**config.mk**
```make
export PLATFORM = sky130hd
export DESIGN_NAME = mccb_top
export DESIGN_NICKNAME = d
export VERILOG_FILES = /design/src/inc/mccb_pkg.sv /design/src/hdl/mccb_top.sv
export SDC_FILE = /design/constraint.sdc
export NUM_CORES = 1
export LEC_CHECK = 0
export BUFFER_PORTS_ARGS = -buffer_cell sky130_fd_sc_hd__buf_2
export CAP_MARGIN = 20
export CORE_MARGIN = 2
export CORE_UTILIZATION = 50
export CTS_CLUSTER_SIZE = 25
export DETAILED_ROUTE_END_ITERATION = 8
export PLACE_DENSITY = 0.85
export SLEW_MARGIN = 20
export SYNTH_ARGS = -nofsm -noshare
export SYNTH_HDL_FRONTEND = slang
export SYNTH_SLANG_ARGS = --single-unit
```
**constraint.sdc**
```tcl
create_clock -name mclk -period 1.8 [get_ports mclk]
set_input_delay 0.09 -clock mclk [delete_from_list [all_inputs] [get_ports mclk]]
set_output_delay 0.09 -clock mclk [all_outputs]
set_load 0.1 [all_outputs]
```
**src/inc/mccb_pkg.sv**
```systemverilog
// What this block does
// - Converter enable powers converter, reference and bias; clear removes all three.
// - Battery bit loads the battery, routes it to converter in alt frames.
// - Boot region ends at boot-size field times 1024; field resets to one.
// - Engine clock select set gives 10 MHz, clear gives 5 MHz.
// - Engine fetches from program-base field times 1024; field comes up 0x31.
// - Bandgap chop state changes only on frame sync rising edge, per mode.
// - 00 toggles, skips at interval end, adds frame; 01/10 hold; 11 toggles.
// - Channel chop bits act only while the master current chop bit is set.
// - Each of four channel bits chops its own channel at its own location.
// - Write-only configuration bits always read back as zero.
// - Reset, wake clear enables, clock select, chop bits; battery on reset.
`default_nettype none

package mccb_pkg;

   // ****************************************************************
   // Register offsets
   // ****************************************************************
   localparam logic [15:0] ENGINE_CTRL_ADDR = 16'h2000;
   localparam logic [15:0] REF_CHOP_ADDR = 16'h2002;
   localparam logic [15:0] CONV_POWER_ADDR = 16'h2005;
   localparam logic [15:0] BATT_TEST_ADDR = 16'h2020;
   localparam logic [15:0] BOOT_LIMIT_ADDR = 16'h20a7;
   localparam logic [15:0] CODE_BASE_ADDR = 16'h20a8;
   localparam logic [15:0] CHOP_MASTER_ADDR = 16'h20ab;
   localparam logic [15:0] CHOP_AB_ADDR = 16'h20ac;
   localparam logic [15:0] CHOP_CD_ADDR = 16'h20ad;

   // ****************************************************************
   // Field positions
   // ****************************************************************
   localparam int FAST_CLK_BIT = 3;
   localparam int ENGINE_EN_BIT = 4;
   localparam int CHOP_MODE_LSB = 4;
   localparam int CONV_EN_BIT = 3;
   localparam int BATT_EN_BIT = 6;
   localparam int MASTER_CHOP_BIT = 0;
   localparam int CHAN_LO_BIT = 0;
   localparam int CHAN_HI_BIT = 4;

   // Every documented bit here is read/write, so no byte hides a bit.
   localparam logic [7:0] WRITE_ONLY_MASK = 8'h00;

   // ****************************************************************
   // Reset and wake values
   // ****************************************************************
   localparam logic [7:0] BOOT_SIZE_RESET = 8'h01;
   localparam logic [7:0] CODE_BASE_RESET = 8'h31;
   localparam logic [1:0] CHOP_MODE_RESET = 2'h0;

   // ****************************************************************
   // Chop modes
   // ****************************************************************
   localparam logic [1:0] CHOP_TOGGLE_ALT = 2'h0;
   localparam logic [1:0] CHOP_POSITIVE = 2'h1;
   localparam logic [1:0] CHOP_REVERSED = 2'h2;
   localparam logic [1:0] CHOP_TOGGLE = 2'h3;

   // ****************************************************************
   // Timing
   // ****************************************************************
   localparam int MCLK_MHZ = 40;
   localparam int ENGINE_FAST_MHZ = 10;
   localparam int ENGINE_SLOW_MHZ = 5;
   localparam logic [2:0] FAST_HALF_CYCLES =
      3'(MCLK_MHZ / (2 * ENGINE_FAST_MHZ));
   localparam logic [2:0] SLOW_HALF_CYCLES =
      3'(MCLK_MHZ / (2 * ENGINE_SLOW_MHZ));
   localparam int PAGE_SHIFT = 10;

endpackage : mccb_pkg

`default_nettype wire

```
**src/hdl/mccb_top.sv**
```systemverilog
`timescale 1ns/1ps
`default_nettype none

module mccb_top
   import mccb_pkg::*;
(
   input wire logic mclk,
   input wire logic rst_b,
   input wire logic wake,
   input wire logic [15:0] reg_addr,
   input wire logic [7:0] reg_wdata,
   input wire logic reg_wr,
   input wire logic reg_rd,
   output logic [7:0] reg_rdata,
   input wire logic mux_frame_sync,
   input wire logic accumulation_interval,
   input wire logic alt_frame_active,
   output logic adc_power_enable,
   output logic vref_power_enable,
   output logic adc_bias_enable,
   output logic battery_load_enable,
   output logic battery_to_adc,
   output logic [17:0] boot_region_end,
   output logic engine_fast_clock_select,
   output logic engine_clk,
   output logic engine_run,
   output logic engine_start,
   output logic [17:0] engine_program_base,
   output logic bandgap_chop,
   output logic alternate_frame_request,
   output logic channel_a_chop,
   output logic channel_b_chop,
   output logic channel_c_chop,
   output logic channel_d_chop
);

   // ****************************************************************
   // State
   // ****************************************************************
   typedef struct packed {
      logic fast_clk;
      logic engine_en;
      logic [1:0] chop_mode;
      logic conv_en;
      logic batt_en;
      logic [7:0] boot_size;
      logic [7:0] code_base;
      logic master_chop;
      logic [3:0] chan_bits;
      logic [3:0] chan_chop;
      logic [7:0] rdata;
      logic sync_prev;
      logic chop_state;
      logic alt_req;
      logic batt_adc;
      logic [2:0] div_cnt;
      logic eng_clk;
      logic eng_start;
   } mccb_state_t;

   localparam mccb_state_t STATE_RESET = '{
      fast_clk: 1'b0,
      engine_en: 1'b0,
      chop_mode: CHOP_MODE_RESET,
      conv_en: 1'b0,
      batt_en: 1'b0,
      boot_size: BOOT_SIZE_RESET,
      code_base: CODE_BASE_RESET,
      master_chop: 1'b0,
      chan_bits: 4'h0,
      chan_chop: 4'h0,
      rdata: 8'h00,
      sync_prev: 1'b0,
      chop_state: 1'b0,
      alt_req: 1'b0,
      batt_adc: 1'b0,
      div_cnt: 3'h0,
      eng_clk: 1'b0,
      eng_start: 1'b0
   };

   mccb_state_t st;
   mccb_state_t next_st;

   // ****************************************************************
   // Helpers
   // ****************************************************************

   // Both address outputs scale a page number to a byte address.
   function automatic logic [17:0] page_to_addr(input logic [7:0] page);
      page_to_addr = {page, 10'h000};
   endfunction : page_to_addr

   function automatic logic [7:0] read_value(input logic [15:0] addr,
                                             input mccb_state_t s);
      logic [7:0] v;
      v = 8'h00;
      case (addr)
         ENGINE_CTRL_ADDR: begin
            v[FAST_CLK_BIT] = s.fast_clk;
            v[ENGINE_EN_BIT] = s.engine_en;
         end
         REF_CHOP_ADDR: begin
            v[CHOP_MODE_LSB +: 2] = s.chop_mode;
         end
         CONV_POWER_ADDR: begin
            v[CONV_EN_BIT] = s.conv_en;
         end
         BATT_TEST_ADDR: begin
            v[BATT_EN_BIT] = s.batt_en;
         end
         BOOT_LIMIT_ADDR: begin
            v = s.boot_size;
         end
         CODE_BASE_ADDR: begin
            v = s.code_base;
         end
         CHOP_MASTER_ADDR: begin
            v[MASTER_CHOP_BIT] = s.master_chop;
         end
         CHOP_AB_ADDR: begin
            v[CHAN_LO_BIT] = s.chan_bits[0];
            v[CHAN_HI_BIT] = s.chan_bits[1];
         end
         CHOP_CD_ADDR: begin
            v[CHAN_LO_BIT] = s.chan_bits[2];
            v[CHAN_HI_BIT] = s.chan_bits[3];
         end
         default: begin
            v = 8'h00;
         end
      endcase
      // Hidden bits never leak what software last wrote.
      read_value = v & ~WRITE_ONLY_MASK;
   endfunction : read_value

   // ****************************************************************
   // Next state
   // ****************************************************************
   logic sync_rise;
   logic [2:0] half_cycles;

   always_comb begin
      next_st = st;
      sync_rise = mux_frame_sync & ~st.sync_prev;
      half_cycles = st.fast_clk ? FAST_HALF_CYCLES : SLOW_HALF_CYCLES;

      // Register writes.
      if (reg_wr) begin
         case (reg_addr)
            ENGINE_CTRL_ADDR: begin
               next_st.fast_clk = reg_wdata[FAST_CLK_BIT];
               next_st.engine_en = reg_wdata[ENGINE_EN_BIT];
            end
            REF_CHOP_ADDR: begin
               next_st.chop_mode = reg_wdata[CHOP_MODE_LSB +: 2];
            end
            CONV_POWER_ADDR: begin
               next_st.conv_en = reg_wdata[CONV_EN_BIT];
            end
            BATT_TEST_ADDR: begin
               next_st.batt_en = reg_wdata[BATT_EN_BIT];
            end
            BOOT_LIMIT_ADDR: begin
               next_st.boot_size = reg_wdata;
            end
            CODE_BASE_ADDR: begin
               next_st.code_base = reg_wdata;
            end
            CHOP_MASTER_ADDR: begin
               next_st.master_chop = reg_wdata[MASTER_CHOP_BIT];
            end
            CHOP_AB_ADDR: begin
               next_st.chan_bits[0] = reg_wdata[CHAN_LO_BIT];
               next_st.chan_bits[1] = reg_wdata[CHAN_HI_BIT];
            end
            CHOP_CD_ADDR: begin
               next_st.chan_bits[2] = reg_wdata[CHAN_LO_BIT];
               next_st.chan_bits[3] = reg_wdata[CHAN_HI_BIT];
            end
            default: begin
            end
         endcase
      end

      // Read data stand only in the cycle after the strobe.
      next_st.rdata = reg_rd ? read_value(reg_addr, st) : 8'h00;

      // Wake overrides a write in the same cycle. The battery bit is
      // left alone: its value after wake is not defined, and keeping it
      // avoids dropping a running battery test.
      if (wake) begin
         next_st.fast_clk = 1'b0;
         next_st.engine_en = 1'b0;
         next_st.chop_mode = CHOP_MODE_RESET;
         next_st.conv_en = 1'b0;
         next_st.boot_size = BOOT_SIZE_RESET;
         next_st.code_base = CODE_BASE_RESET;
         next_st.master_chop = 1'b0;
         next_st.chan_bits = 4'h0;
      end

      // Bandgap chop moves only on a frame sync rising edge.
      next_st.sync_prev = mux_frame_sync;
      next_st.alt_req = 1'b0;
      if (sync_rise) begin
         case (st.chop_mode)
            CHOP_TOGGLE_ALT: begin
               // The closing frame keeps its polarity and gets an extra
               // alternative frame instead.
               if (accumulation_interval) begin
                  next_st.alt_req = 1'b1;
               end else begin
                  next_st.chop_state = ~st.chop_state;
               end
            end
            CHOP_POSITIVE: begin
               next_st.chop_state = 1'b0;
            end
            CHOP_REVERSED: begin
               next_st.chop_state = 1'b1;
            end
            CHOP_TOGGLE: begin
               next_st.chop_state = ~st.chop_state;
            end
            default: begin
               next_st.chop_state = st.chop_state;
            end
         endcase
      end

      // Channel chop is gated by the master bit.
      next_st.chan_chop = st.master_chop ? st.chan_bits : 4'h0;

      // Battery goes to the converter only during alternative frames.
      next_st.batt_adc = st.batt_en & alt_frame_active;

      // Engine clock divider. It holds low while the engine is halted so
      // the engine always restarts on a clean first edge. A select change
      // mid-period finishes the shorter half at once rather than
      // overrunning.
      if (st.engine_en) begin
         if (st.div_cnt >= half_cycles - 3'h1) begin
            next_st.div_cnt = 3'h0;
            next_st.eng_clk = ~st.eng_clk;
         end else begin
            next_st.div_cnt = st.div_cnt + 3'h1;
         end
      end else begin
         next_st.div_cnt = 3'h0;
         next_st.eng_clk = 1'b0;
      end

      // One pulse when the engine goes from halted to running.
      next_st.eng_start = next_st.engine_en & ~st.engine_en;
   end

   // ****************************************************************
   // Registers
   // ****************************************************************
   always_ff @(posedge mclk) begin
      if (!rst_b) begin
         st <= STATE_RESET;
      end else begin
         st <= next_st;
      end
   end

   // ****************************************************************
   // Outputs
   // ****************************************************************
   assign reg_rdata = st.rdata;
   assign adc_power_enable = st.conv_en;
   assign vref_power_enable = st.conv_en;
   assign adc_bias_enable = st.conv_en;
   assign battery_load_enable = st.batt_en;
   assign battery_to_adc = st.batt_adc;
   assign boot_region_end = page_to_addr(st.boot_size);
   assign engine_fast_clock_select = st.fast_clk;
   assign engine_clk = st.eng_clk;
   assign engine_run = st.engine_en;
   assign engine_start = st.eng_start;
   assign engine_program_base = page_to_addr(st.code_base);
   assign bandgap_chop = st.chop_state;
   assign alternate_frame_request = st.alt_req;
   assign channel_a_chop = st.chan_chop[0];
   assign channel_b_chop = st.chan_chop[1];
   assign channel_c_chop = st.chan_chop[2];
   assign channel_d_chop = st.chan_chop[3];

endmodule : mccb_top

`default_nettype wire

```
* After elaboration in Yosys (flattened, before gate mapping)
Index checks and enable logic that the tools add are counted.
Word-level totals: word-level logic and storage cells 82, register bits after elaboration 48, output and inout port bits 59, input bits 32
Operators by class: mux-type cells 22, $add $sub $neg 2, equal/unequal tests 13, reductions and logical operators 17, bitwise operators 8, order comparisons 1
Operators with widths (number):
- $eq 16x14->1 const B | 9
- $mux 26 | 1
- $reduce_and 2->1 | 13
- $mux 8 | 2
- $pmux 1 s4 | 2
- $mux 1 | 6
- $mux 2 | 3
- $pmux 1 s3 | 2
- $pmux 1 s6 | 1
- $not 1->1 | 5
- $pmux 1 s5 | 1
- $eq 2x2->1 const B | 2
- $mux 4 | 1
- $pmux 2 s2 | 1
- $add 3x1->3 const B | 1
- $and 1x1->1 | 3
- $ge 3x3->1 | 1
- $mux 3 | 1
- $reduce_and 3->1 | 1
- $reduce_or 3->1 | 1
- $sub 3x1->3 const B | 1
- $eq 2x1->1 const B | 1
- $logic_not 2->1 | 1
- $ne 2x2->1 const B | 1
- 2 further kinds | 2

* Depth between registers and ports, before layout
depth in word-level cells 5, depth in mapped cells 6, depth with buffers taken out 6

* Worst setup path before layout
No wires, ideal clock.
path type reg-to-reg, start point register st, in the netlist engine_fast_clock_select, end point register st, in the netlist engine_clk, period minus slack after synthesis 2046 ps, data arrival time 1928 ps, data required time 1682 ps, path buffers 0, stages on the path, launching flop included 5, setup slack -246 ps, library setup time 118 ps, cells stage by stage dfxtp_1 ha_1 a211oi_1 xnor2_1 and3_1
On the way: cells in the longest elaborated chain, start to end 3
Ends and longest elaborated chain:
- start: declaration | RTL line mccb_top.sv:82 | mccb_state_t st;
- start signal: assignment | RTL line mccb_top.sv:265 | st <= next_st;
- $mux 3 | RTL line mccb_top.sv:146 | half_cycles = st.fast_clk ? FAST_HALF_CYCLES : SLOW_HALF_CYCLES;
- $sub 3x1->3 | RTL line mccb_top.sv:243 | if (st.div_cnt >= half_cycles - 3'h1) begin
- $ge 3x3->1 | RTL line mccb_top.sv:243
No other way between the ends. A chain may end at the register's enable or synchronous reset.

* Worst setup path in the final report
start point register st, in the netlist engine_fast_clock_select, end point register st[4] in the netlist's numbering
On the way: cells in the longest elaborated chain, start to end 4
Ends and longest elaborated chain (RTL line):
- $mux 3 | mccb_top.sv:146
- $sub 3x1->3 | mccb_top.sv:243
- $ge 3x3->1 | mccb_top.sv:243
- $reduce_or 3->1 (no source line)
No other way between the ends.

==> results.txt <==
critical path data required time: 2.03 ns
Compound-Gate Fraction of Synth Area: 0.121
core area: 4820 um2
final worst setup slack: 0.417 ns
Mapped Area: 2550 um2
post-layout util: 0.583
gr busiest metal: met2
Chip Width: 75.4 um
filler instances: 453
clk_skew: 0.00403 ns
max cap viols: 0
flops & latches, synth: 48
Post-DP HPWL: 4630 um
initial antenna violation count: 0
routed len/inst: 15.3 um
PostCTS Resize Cnt: 0
post-synthesis sequential area ratio: 0.377
Synth Area in XOR/XNOR: 0.00687
power per cell area: 737 nW/um2
R2R Path End: st[4]
share of cells above drive strength 1: 0.303
Bufs on Longest Clock Path: 2
total CTS buffers: 5
Post-synth EDFFs: 0
outcome: finished, final reports clean
met2 usage: 0.353
Die Y: 75.4 um
Clock Pin Slew Worst Setup and Hold Paths: 0.08 ns
share of synthesized registers carrying an async set or reset: 0
DRC: 0
WP data arrival: 1.62 ns
CP Cell Sequence: ha_1, a211oi_1, nand3_1, nor2_1
main combinational cell family by area after synthesis: simple AND/OR/NAND/NOR gates
initial DRC count: 319
slowest CP cell: dfxtp_2
M1 GR Usage: 0.274
Max Slew Vio Count: 0
post-synthesis mux area share: 0.0515
Skew-Pair Late Insertion Delay: 0.30 ns
crit path time final: 1.38 ns
CTS Hold Bufs: 0
crit start category: register
reg-to-reg startpoint: engine_fast_clock_select
router iterations before antenna repair: 4
number of global-route vias before repair: 1908
CP peak stage delay: 0.35 ns
vias per cell: 5.51
cell area after layout: 2810 um2
Top FF cell, synth: dfxtp_1
pre-CTS setup slack: 0.218 ns
Starting Density: 0.529
area grow syn2layout: 10.1%
register area: 962 um2
Syn Area/Cell: 8.91 um2
GRT Total Usage: 0.213
total gr overflow: 0
crit path to: st[4]
setup TNS: 0 ns
FF-to-FF path depth: 4
pin count of the biggest net entering global routing: 18
Least-Margin Pin Slew: 0.508 ns
VDD IR max: 0.365 mV
post-synthesis cell count: 286
antenna cell count: 0
Final Setup Violations: 0
TritonCTS clock tree: done
reg2reg setup slack: 0.42 ns
Port-buffer cells: 70
global-route wire length before repair: 9110 um
num rows: 25
H-tree levels: 2
DRT antenna net count: 0
RSZ-0062 raised after global routing: no
Hold Vio Cnt, Final: 0
Post-CTS Setup Bufs: 0
via count: 2204
Tcrit/Tclk final: 0.768
Post-DP Area: 2710 um2
Root Driver: clkbuf_8
worst setup path class: register to register
Worst Setup SP: engine_fast_clock_select
TritonCTS Sinks: 48
Warnings, synthesis: 0
unique cell type count in the Yosys netlist: 53
die area: 5680 um2
CP Max Fanout: 4
Adder-Cell Fraction of Synth Area: 0.0196
footprint of the multi-input gates: 1230 um2
Hold Path Class: input port to register
relative slew slack: 0.658
number of top-level pins: 91
Post-Synth Simple-Gate Area: 0.256
leakage power total: 1.27 nW
M3 GR Usage: 0.0476
NumNets Final: 368
final WL: 6130 um
FMAX: 723 MHz
crit end category: register
GP Congestion: 0.932
-- layout make-up --
class                      instances  share of cell area
timing repair buffer              78               0.146
multi-input combinational        193               0.440
clock buffer                       6              0.0294
tap                               67              0.0299
clock inverter                     2             0.00357
sequential                        48               0.343
inverter                           6             0.00802
-- power breakdown --
group	internal [W]	switching [W]	leakage, nW
combinational	0.0000581	0.000290	0.836
clock	0.000307	0.000346	0.0510
sequential	0.00106	0.00000162	0.388
-- cell families (layout without fill, tap and decap cells) --
logic type	count (synthesis)	in the layout
compound gates	49	49
xor+xnor	2	2
fa+ha+maj	4	4
buf+inv	64	92
flops	48	48
mux	13	13
other cells	1	20
simple gates	105	105
-- registers in the layout (all words and copies together) (netlist names), 8 cells and up --
register / flops
st: 11
engine_program_base: 8
reg_rdata: 8
boot_region_end: 8
-- critical path: cells and delay by family, from the launching register on --
| family | cells | cell delay, ns |
|---|---|---|
| and+or+nand+nor | 2 | 0.35 |
| adders and majority gates | 1 | 0.29 |
| AOI/OAI and AO/OA | 1 | 0.34 |
| DFF | 1 | 0.35 |
-- metal layers --
| layer | share of wire | wire (um) | up-vias |
|---|---|---|---|
| met2 | 0.48 | 2960 | 115 |
| met3 | 0.084 | 517 | 10 |
| li1 | - | - | 1054 |
| met1 | 0.42 | 2570 | 1025 |
| met4 | 0.014 | 85 | 0 |
| met5 | 0 | 0 | - |
-- cell usage in the layout, fill, tap and decap left out, drive strengths merged, types with 3 or more instances in the layout --
cell | netlist | layout
nand4 | 9 | 9
nand3 | 13 | 13
nor3 | 5 | 5
conb | 1 | 20
a221o | 3 | 3
nor2 | 19 | 19
a32oi | 4 | 4
dfxtp | 48 | 48
nor4 | 3 | 3
clkbuf | 5 | 6
ha | 4 | 4
a21oi | 16 | 16
nand2 | 20 | 20
buf | 53 | 78
inv | 6 | 6
mux2i | 12 | 12
and4 | 5 | 5
o21ai | 16 | 16
nor4b | 3 | 3
and3 | 10 | 10
-- through the flow --
step	std cells	hold slack (ns)	total power (W)
floorplan	305	0.226	0.00139
global placement	392	0.330	0.00143
detailed placement	392	0.336	0.00144
CTS	400	0.0293	0.00207
global route	400	0.0481	0.00213
finish	400	0.0313	0.00207
-- synthesized netlist by cell type, types with 2 or more instances --
cell	instances	area share
dfxtp_1	48	0.38
nand3_1	12	0.024
and2_1	2	0.0049
and3_1	10	0.025
clkbuf_1	4	0.0059
ha_1	4	0.020
nand4_1	9	0.022
and4b_1	2	0.0079
mux2i_1	12	0.047
o21ai_0	16	0.031
a32oi_1	4	0.014
xnor2_1	2	0.0069
and4_1	5	0.017
nand2_1	20	0.029
buf_4	47	0.14
nor4b_1	2	0.0069
nor2b_1	2	0.0049
buf_2	5	0.0098
nor3b_1	2	0.0059
a21oi_1	16	0.031
nor2_1	18	0.027
nand2b_1	2	0.0049
a31oi_1	2	0.0049
nor3_1	5	0.0098
a221o_2	2	0.0088
inv_1	6	0.0088
-- worst min-delay path by stage --
stage,start,end,slack (ns),cells past startpoint
after CTS,alt_frame_active,battery_to_adc,0.03,2
final,mux_frame_sync,st[8],0.03,2
after floorplan,mux_frame_sync,st[8],0.23,1
after global placement,alt_frame_active,battery_to_adc,0.33,2
after detailed placement,mux_frame_sync,st[8],0.34,2
after global routing,mux_frame_sync,st[8],0.05,2
Note: power is estimated with default switching activity, not from simulation.
